$ cat config.mk
export PLATFORM = sky130hd
export DESIGN_NAME = nor_bypass_host
export DESIGN_NICKNAME = d
export VERILOG_FILES = /design/src/nor_bypass_host.v
export VERILOG_INCLUDE_DIRS = /design/src
export SDC_FILE = /design/constraint.sdc
export NUM_CORES = 1
export LEC_CHECK = 0
export ABC_AREA = 0
export BUFFER_PORTS_ARGS = -buffer_cell sky130_fd_sc_hd__buf_2
export CORE_MARGIN = 3
export CORE_UTILIZATION = 49
export CTS_CLUSTER_SIZE = 10
export DETAILED_ROUTE_END_ITERATION = 16
export MAX_ROUTING_LAYER = met4
export PLACE_DENSITY = 0.75
export SKIP_CTS_REPAIR_TIMING = 1
export SYNTH_ARGS = -nofsm -noshare
export SYNTH_HDL_FRONTEND = slang
export SYNTH_SLANG_ARGS = --single-unit
$ cat constraint.sdc
create_clock -name sys_clk -period 3.93 [get_ports sys_clk]
set_input_delay 0.393 -clock sys_clk [delete_from_list [all_inputs] [get_ports sys_clk]]
set_output_delay 0.393 -clock sys_clk [all_outputs]
set_load 0.02 [all_outputs]
$ cat src/nor_bypass_host_map.vh
// constants for the host that drives the parallel flash's bypass and protect readout commands
// assumes standard unlock addresses 555h/2aah in word mode
`ifndef NOR_BYPASS_HOST_MAP_VH
`define NOR_BYPASS_HOST_MAP_VH
// command codes
`define CMD_UNLOCK1 16'h00aa
`define CMD_UNLOCK2 16'h0055
`define CMD_AUTOSEL 16'h0090
`define CMD_BYPASS 16'h0020
`define CMD_READRST 16'h00f0
`define CMD_BYP_RST1 16'h0090
`define CMD_BYP_RST2 16'h0000
`define CMD_PROGRAM 16'h00a0
// unlock addresses
`define ADR_UNLOCK1 24'h000555
`define ADR_UNLOCK2 24'h0002aa
// auto-select offsets in the low address bits
`define ADR_BPS_OFS 24'h000002
`define ADR_EXT_OFS 24'h000003
`define BLK_BASE_LSB 16
// readout values
`define BPS_PROT 16'h0001
`define BPS_UNPROT 16'h0000
`define EXT_LO_LOCKED 16'h0089
`define EXT_LO_OPEN 16'h0009
`define EXT_HI_LOCKED 16'h0099
`define EXT_HI_OPEN 16'h0019
`define EXT_LOCK_BIT 7
// bus timing, ns, and cycles at 4 ns
`define T_CLK_NS 4
`define T_STROBE_NS 70
`define T_STROBE_CYC ((`T_STROBE_NS + `T_CLK_NS - 1) / `T_CLK_NS)
`endif

$ cat src/nor_bypass_host.v
// host controller: issues command sequences and auto-select reads to a parallel nor flash
// assumes flash is in word mode and strobes are asynchronous pins driven from sys_clk
`timescale 1ns/100ps
`include "nor_bypass_host_map.vh"
module nor_bypass_host #(
  parameter ADDR_W = 24,
  parameter HIGH_VARIANT = 0
) (
  // clock and reset
  input wire sys_clk,
  input wire arst_n,
  // user commands
  input wire [2:0] cmdOp,
  input wire [ADDR_W-1:0] cmdAddr,
  input wire [15:0] cmdData,
  input wire cmdValid,
  output wire cmdReady,
  input wire vppRaiseReq,
  output reg [15:0] rdData_q,
  output reg rdDone_q,
  output reg protStatus_q,
  output reg extLocked_q,
  output reg inBypass_q,
  output reg inAutoSel_q,
  output reg vppHigh_q,
  // flash pins
  output reg chipSelN_q,
  output reg outEnN_q,
  output reg writeEnN_q,
  output reg [ADDR_W-1:0] addr_q,
  output reg [15:0] dqOut_q,
  output reg dqOe_n_q,
  input wire [15:0] dqIn
);
  // user ops
  localparam OP_READ = 3'h0;
  localparam OP_AUTOSEL = 3'h1;
  localparam OP_BYPASS = 3'h2;
  localparam OP_BYP_RST = 3'h3;
  localparam OP_READRST = 3'h4;
  localparam OP_PROG = 3'h5;
  localparam OP_BPS = 3'h6;
  localparam OP_EXT = 3'h7;
  // states
  localparam S_IDLE = 2'h0;
  localparam S_SETUP = 2'h1;
  localparam S_STROBE = 2'h2;
  localparam S_GAP = 2'h3;
  localparam integer STROBE_CYC = `T_STROBE_CYC;

  reg rstMeta_q;
  reg rstSync_q;
  always @(posedge sys_clk or negedge arst_n)
  begin
    if (!arst_n)
    begin
      rstMeta_q <= 1'b0;
      rstSync_q <= 1'b0;
    end
    else
    begin
      rstMeta_q <= 1'b1;
      rstSync_q <= rstMeta_q;
    end
  end
  wire rstN = rstSync_q;

  reg [15:0] dqMeta_q;
  reg [15:0] dqSync_q;
  always @(posedge sys_clk)
  begin
    dqMeta_q <= dqIn;
    dqSync_q <= dqMeta_q;
  end

  reg [1:0] state_q;
  reg [2:0] op_q;
  reg [1:0] step_q;
  reg [1:0] lastStep_q;
  reg [7:0] cnt_q;
  reg [ADDR_W-1:0] uAddr_q;
  reg [15:0] uData_q;
  reg isRead;
  reg [ADDR_W-1:0] cycAddr;
  reg [15:0] cycData;
  reg [1:0] nSteps;

  assign cmdReady = (state_q == S_IDLE);

  // address and data of each bus cycle in a sequence
  always @*
  begin
    isRead = 1'b0;
    cycAddr = `ADR_UNLOCK1;
    cycData = `CMD_UNLOCK1;
    nSteps = 2'd0;
    case (op_q)
      OP_READ:
      begin
        isRead = 1'b1;
        cycAddr = uAddr_q;
      end
      OP_AUTOSEL, OP_BYPASS:
      begin
        nSteps = 2'd2;
        if (step_q == 2'd1)
        begin
          cycAddr = `ADR_UNLOCK2;
          cycData = `CMD_UNLOCK2;
        end
        else if (step_q == 2'd2)
        begin
          cycData = (op_q == OP_BYPASS) ? `CMD_BYPASS : `CMD_AUTOSEL;
        end
      end
      OP_BYP_RST:
      begin
        nSteps = 2'd1;
        cycAddr = uAddr_q;
        cycData = (step_q == 2'd0) ? `CMD_BYP_RST1 : `CMD_BYP_RST2;
      end
      OP_READRST:
      begin
        cycAddr = uAddr_q;
        cycData = `CMD_READRST;
      end
      // in bypass only setup and data, else full four-write program
      OP_PROG:
      begin
        nSteps = inBypass_q ? 2'd1 : 2'd3;
        if (!inBypass_q && step_q == 2'd1)
        begin
          cycAddr = `ADR_UNLOCK2;
          cycData = `CMD_UNLOCK2;
        end
        else if (step_q == nSteps)
        begin
          cycAddr = uAddr_q;
          cycData = uData_q;
        end
        else if (inBypass_q || step_q == 2'd2)
        begin
          cycData = `CMD_PROGRAM;
        end
      end
      // block base on upper bits, A1 high, A0 low
      OP_BPS:
      begin
        isRead = 1'b1;
        cycAddr = {uAddr_q[ADDR_W-1:`BLK_BASE_LSB], {`BLK_BASE_LSB{1'b0}}} | `ADR_BPS_OFS;
      end
      default:
      begin
        isRead = 1'b1;
        cycAddr = `ADR_EXT_OFS;
      end
    endcase
  end

  always @(posedge sys_clk or negedge rstN)
  begin
    if (!rstN)
    begin
      state_q <= S_IDLE;
      op_q <= OP_READ;
      step_q <= 2'd0;
      lastStep_q <= 2'd0;
      cnt_q <= 8'h00;
      uAddr_q <= {ADDR_W{1'b0}};
      uData_q <= 16'h0000;
      rdData_q <= 16'h0000;
      rdDone_q <= 1'b0;
      protStatus_q <= 1'b0;
      extLocked_q <= 1'b0;
      inBypass_q <= 1'b0;
      inAutoSel_q <= 1'b0;
      vppHigh_q <= 1'b0;
      chipSelN_q <= 1'b1;
      outEnN_q <= 1'b1;
      writeEnN_q <= 1'b1;
      addr_q <= {ADDR_W{1'b0}};
      dqOut_q <= 16'h0000;
      dqOe_n_q <= 1'b1;
    end
    else
    begin
      rdDone_q <= 1'b0;
      case (state_q)
        S_IDLE:
        begin
          // raise program voltage only from plain read mode
          if (vppRaiseReq && !vppHigh_q && !inBypass_q && !inAutoSel_q)
          begin
            vppHigh_q <= 1'b1;
            inBypass_q <= 1'b1;
          end
          else if (!vppRaiseReq && vppHigh_q)
          begin
            vppHigh_q <= 1'b0;
            inBypass_q <= 1'b0;
          end
          else if (cmdValid)
          begin
            op_q <= cmdOp;
            uAddr_q <= cmdAddr;
            uData_q <= cmdData;
            step_q <= 2'd0;
            state_q <= S_SETUP;
          end
        end
        S_SETUP:
        begin
          lastStep_q <= nSteps;
          addr_q <= cycAddr;
          dqOut_q <= cycData;
          chipSelN_q <= 1'b0;
          dqOe_n_q <= isRead;
          cnt_q <= STROBE_CYC[7:0];
          state_q <= S_STROBE;
        end
        S_STROBE:
        begin
          outEnN_q <= !isRead;
          writeEnN_q <= isRead;
          if (cnt_q != 8'h00)
          begin
            cnt_q <= cnt_q - 8'h01;
          end
          else
          begin
            outEnN_q <= 1'b1;
            writeEnN_q <= 1'b1;
            state_q <= S_GAP;
            if (isRead)
            begin
              rdData_q <= dqSync_q;
              rdDone_q <= 1'b1;
              if (op_q == OP_BPS)
                protStatus_q <= (dqSync_q == `BPS_PROT);
              if (op_q == OP_EXT)
                extLocked_q <= dqSync_q[`EXT_LOCK_BIT];
            end
          end
        end
        default:
        begin
          chipSelN_q <= 1'b1;
          dqOe_n_q <= 1'b1;
          if (step_q != lastStep_q)
          begin
            step_q <= step_q + 2'd1;
            state_q <= S_SETUP;
          end
          else
          begin
            state_q <= S_IDLE;
            if (op_q == OP_AUTOSEL && !inBypass_q)
              inAutoSel_q <= 1'b1;
            // read/reset leaves auto-select but not bypass
            if (op_q == OP_READRST)
              inAutoSel_q <= 1'b0;
            if (op_q == OP_BYPASS && !inAutoSel_q)
              inBypass_q <= 1'b1;
            // bypass reset returns to read mode unless program voltage is high
            if (op_q == OP_BYP_RST && !vppHigh_q)
              inBypass_q <= 1'b0;
          end
        end
      endcase
    end
  end
endmodule // nor_bypass_host

## Word level (Yosys, flattened, before mapping)

Index checks and enable logic that the tools add are counted.

- Input port bits: 63
- Logic and storage cells: 134
- Bits in registers: 157

- Bitwise logic cells: 7
- Multiplexer cells: 42
- Reduce and logical (&&, ||, !) cells: 38
- Add/sub/neg operators: 2
- Equality and inequality tests: 21

Operators with widths:

| cell | number |
|---|---|
| one-hot mux 24 bit (4 select lines) | 1 |
| one-hot mux 16 bit (4 select lines) | 1 |
| two-way mux 24 bit | 2 |
| two-way mux 8 bit | 5 |
| two-way mux 16 bit | 2 |
| AND reduction 4 bit | 5 |
| two-way mux 2 bit | 9 |
| == test 16 x 1 -> 1 bit (second input constant) | 1 |
| one-hot mux 8 bit (2 select lines) | 1 |
| two-way mux 1 bit | 13 |
| == test 3 bit (second input constant) | 4 |
| != test 2 bit (second input constant) | 6 |
| one-hot mux 2 bit (3 select lines) | 2 |
| two-way mux 11 bit | 1 |
| logical AND 1 bit | 8 |
| nonzero test 2 bit | 4 |
| nonzero test 8 bit | 1 |
| subtractor 8 x 1 -> 8 bit (second input constant) | 1 |
| inverter 1 bit | 7 |
| == test 3 x 2 -> 1 bit (second input constant) | 2 |
| one-hot mux 1 bit (2 select lines) | 3 |
| AND reduction 3 bit | 2 |
| OR reduction 2 bit | 3 |
| OR reduction 3 bit | 2 |
| 17 further kinds | 24 |

## Logic depth before layout (Yosys ltp)

- Word-level depth: 6
- Gate-level depth with buffers: 8
- Mapped depth without buffers: 6

## Least setup slack after synthesis

Ideal clock, no wire load.

- Kind: flip-flop to flip-flop
- Start: reg state_q[0]
- End: reg op_q[2]
- Cell stages (with the launch flop): 9
- Library setup time: 0.125 ns
- Path slack: 1.888 ns
- Period minus slack after synthesis: 2.042 ns
- Path buffers: 3
- Arrival: 1.917 ns
- Cell sequence: dfrtp_1 -> inv_1 -> ha_1 -> clkbuf_1 -> inv_1 -> or2_1 -> buf_2 -> buf_4 -> mux2_2

- Word-level cells in the longest chain between the ends: 2

RTL lines:

| element | line | RTL |
|---|---|---|
| from (decl) | nor_bypass_host.v:76 | `reg [1:0] state_q;` |
| from (signal assigned) | nor_bypass_host.v:164 | `state_q <= S_IDLE;` |
| from (signal assigned) | nor_bypass_host.v:208 | `state_q <= S_SETUP;` |
| from (signal assigned) | nor_bypass_host.v:219 | `state_q <= S_STROBE;` |
| logical NOT 2 bit | - |  |
| named net cmdReady | nor_bypass_host.v:17 | `output wire cmdReady,` |
| AND reduction 4 bit (no source line) | - |  |
| to (signal assigned) | nor_bypass_host.v:204 | `op_q <= cmdOp;` |
| to (decl) | nor_bypass_host.v:77 | `reg [2:0] op_q;` |

The timed path passes the listed nets, and every way through them passes these cells.
A chain may end at the register's enable or synchronous reset.

## Final worst setup path

- Start: reg op_q[0]
- End: reg rdData_q[3]

- Word-level cells in the longest chain between the ends: 4
- Elaborated cells between the ends (all ways): 8
- Those cells by class: eq/ne (5); bitwise (1); reduce/logical (2)

RTL lines:

| element | line | RTL |
|---|---|---|
| == test 3 x 2 -> 1 bit, or another cell as far along | nor_bypass_host.v:97 | `case (op_q)` |
| OR reduction 5 bit (no source line) * | - |  |
| inverter 1 bit (no source line) * | - |  |
| AND reduction 3 bit (no source line) * | - |  |
| to (signal assigned) | nor_bypass_host.v:236 | `rdData_q <= dqSync_q;` |
| to (decl) | nor_bypass_host.v:19 | `output reg [15:0] rdData_q,` |

Mark *: on every way between the ends. The rest lies on a longest branch, timed or not.

==> summary.txt <==
Outcome
  • Status: complete, no violations

Floorplanning
  • Die W: 119.6 um
  • Die height: 119.6 um
  • Die area: 14,300 sq um
  • CORE AREA: 12,310 sq um
  • Initial Utilization: 51.33%
  • Std-Cell Rows: 40
  • I/O pin count: 130

Critical path
  • CP Launch Type: register
  • Critical Path RT: 4.24 ns
  • WP data arrival: 3.12 ns
  • Setup CP Type: reg -> reg
  • CP endpoint kind: register
  • Worst Reg-to-Reg Cells: 4
  • CP max FO: 21

Worst hold path
  • Hold Path Depth: 1
  • Hold WC Path Type: in -> reg

Logic synthesis
  • Async SR Flop Fraction: 79.62%
  • Synth area leaders: dfrtp_1 48%, dfxtp_1 10%, mux2_2 9.3%
  • Unique cell type count in the Yosys netlist: 66
  • Post-synth EDFFs: 0
  • Dominant synthesized flop cell: dfrtp_1
  • Top cell type's share of synthesized area: 47.91%
  • Register area share after synthesis: 59.71%
  • Syn. warnings: 0
  • Flops & latches, synth: 157
  • Area leader, netlist: dfrtp_1
  • Mapped Area: 6320 sq um
  • Avg Cell Area, Syn: 12.54 sq um
  • Syn nets: 576
  • Mapped Cells: 504

Detailed routing
  • Final ANT Viol Nets: 0
  • Total Routed Length: 14.00 mm
  • Via density: 5.494
  • Avg WL per Cell: 17.22 um
  • DR vias: 4,467
  • Initial DRT Pass Iterations: 5
  • Residual DRC: 0
  • Initial drt markers: 244

Timing
  • Clock Skew: 0.01112 ns
  • Max Slew Vio Count: 0
  • Worst slew pin tran: 1.059 ns
  • Hold Violations, Final: 0
  • RSZ-0062 raised after global routing: false
  • Setup TNS: 0 ns
  • Max Clk Rate: 355.4 MHz
  • Fin crit share: 71.60%
  • Worst slew margin: 29.38%
  • Final Setup Violations: 0
  • Post-layout min period: 2.814 ns
  • Final setup margin: 1.116 ns

Clock tree
  • Clock Tree Root: clkbuf_16
  • CTS tree: done
  • Number of CTS-inserted buffers: 17
  • Bufs on Longest Clock Path: 2
  • Clk Latency, worst-skew pair: 0.42 ns
  • CTS sink count: 157
  • H-Tree Depth: 4
  • Clk pin slew, worst setup/hold paths: 0.07 ns

Placement
  • Number of buffers added on ports: 129
  • Post-Place Cell Area: 7078 sq um
  • Dpl ws: 1.167 ns
  • Gpl congestion: 0.9411
  • DP Wirelength: 9.758 mm

Job
  • Max Cap Viol: 0

Power and ir drop
  • Peak VDD IR: 397.8 uV
  • PD cells: 849.5 nW/um^2
  • Leak pwr: 3.654 nW

GRT
  • Antenna violations before repair: 0
  • GRT Total Usage: 20.98%
  • Vias in the first global route: 4,542
  • Largest net degree at the start of global routing: 124
  • First-pass GRT wire length: 23.23 mm
  • Total gr overflow: 0

Cells and area
  • Share of cells above drive strength 1: 37.89%
  • Post-layout net count: 703
  • Area grow syn2layout: 21.32%
  • Final Cell Area: 7667 sq um
[layout by cell type, fill, tap and decap left out, drive strengths merged, types with 6 or more instances in the layout]
cell type,n
a22o,23
ha,9
a31oi,12
o221ai,6
nor3,7
nand2,25
nor2b,11
mux2,62
buf,132
dfxtp,32
o21ai,12
nor2,34
clkbuf,19
a21oi,19
nand2b,6
inv,28
dfrtp,121
[cell type report]
type / count / area [sq um]
Antenna cell: 1 / 2.502
Clock buffer: 19 / 464.2
Clock inverter: 13 / 112.6
Fill cell: 995 / 4644
Inverter: 19 / 71.32
Multi-Input combinational cell: 303 / 2338
Sequential cell: 157 / 3777
Tap cell: 168 / 210.2
Timing Repair Buffer: 133 / 690.7
[flip-flops by register name, summed over array words and instances, names as in the netlist, 2 cells and up]
signal and count:
addr_q 24, uAddr_q 24, dqMeta_q 16, dqOut_q 16, dqSync_q 16, rdData_q 16
uData_q 16, cnt_q 8, op_q 3, lastStep_q 2, state_q 2, step_q 2
[through the flow]
step	instances	hold WS, ns	util, %	total power [W]
final	813	0.06451	62.28	0.006513
after global routing	812	0.04848	62.26	0.006918
after CTS	811	-0.2742	62.17	0.006543
after detailed placement	779	0.1800	57.49	0.004951
after global placement	779	0.1793	57.49	0.004823
after floorplan	504	0.09741	-	0.004257
[power breakdown]
group          switching, W  leakage [nW]  internal, W
Sequential         0.000417          1.81      0.00215
Combinational       0.00138          1.56     0.000990
Clock              0.000695         0.289     0.000885
Total               0.00249          3.65      0.00402
[final timing paths]
check | startpoint | end | slack [ns]
min | dqIn[11] | dqMeta_q[11] | 0.06
max reg2reg | op_q[0] | rdData_q[3] | 1.12
min reg2reg | dqMeta_q[8] | dqSync_q[8] | 0.33
max | op_q[0] | rdData_q[3] | 1.12
min in group asynchronous | arst_n | rstN | 0.27
max in group asynchronous | rstN | addr_q[0] | 3.04
[cell families (layout without fill, tap and decap cells)]
logic type      Yosys count  in the layout  synth area share (%)
xor+xnor                  5              5                0.6929
mux                      65             65                 12.12
flops                   157            157                 59.71
fa+ha+maj                 9              9                 1.782
buf+inv                  44            184                 3.287
other cells               1              2               0.05934
compound gates          105            105                 12.08
simple gates            118            118                 10.28
[cell usage after synthesis, drive strengths merged, types with 2 or more instances]
cell type and instances:
a211oi 4, nor4b 2, a22o 23, o211ai 2
mux2 62, buf 12, a21oi 19, xor2 4
o2bb2ai 3, dfrtp 121, nor2b 11, inv 19
a31oi 12, nand2 25, or4 2, nand4 2
nor4 5, and2 2, ha 9, dfstp 4
o311ai 2, nand3 5, or3b 2, nand2b 6
o2111ai 2, dfxtp 32, nor3 7, and2b 2
nand4b 2, clkbuf 13, nor2 34, o221ai 6
a311o 4, o21ai 12, nand3b 2, mux2i 3
or2 2, and3 4, or3 2, o31ai 2
o22ai 5
[layer usage]
| metal | part of all wire (%) | global-route usage [%] | wire (um) |
|---|---|---|---|
| met1 | 42 | 25.66 | 5941 |
| met2 | 51 | 33.90 | 7080 |
| met4 | 1.5 | 7.373 | 205 |
| met3 | 5.5 | 5.655 | 770 |
| met5 | 0 | - | 0 |
[worst max-delay path, stage by stage, from the launching register on]
cell and delay, ns:
dfrtp_1 0.64, nor2_1 0.58, a21boi_2 0.23, nor3_4 0.82, mux2_2 0.42
Power figures use the tool's default switching activity.
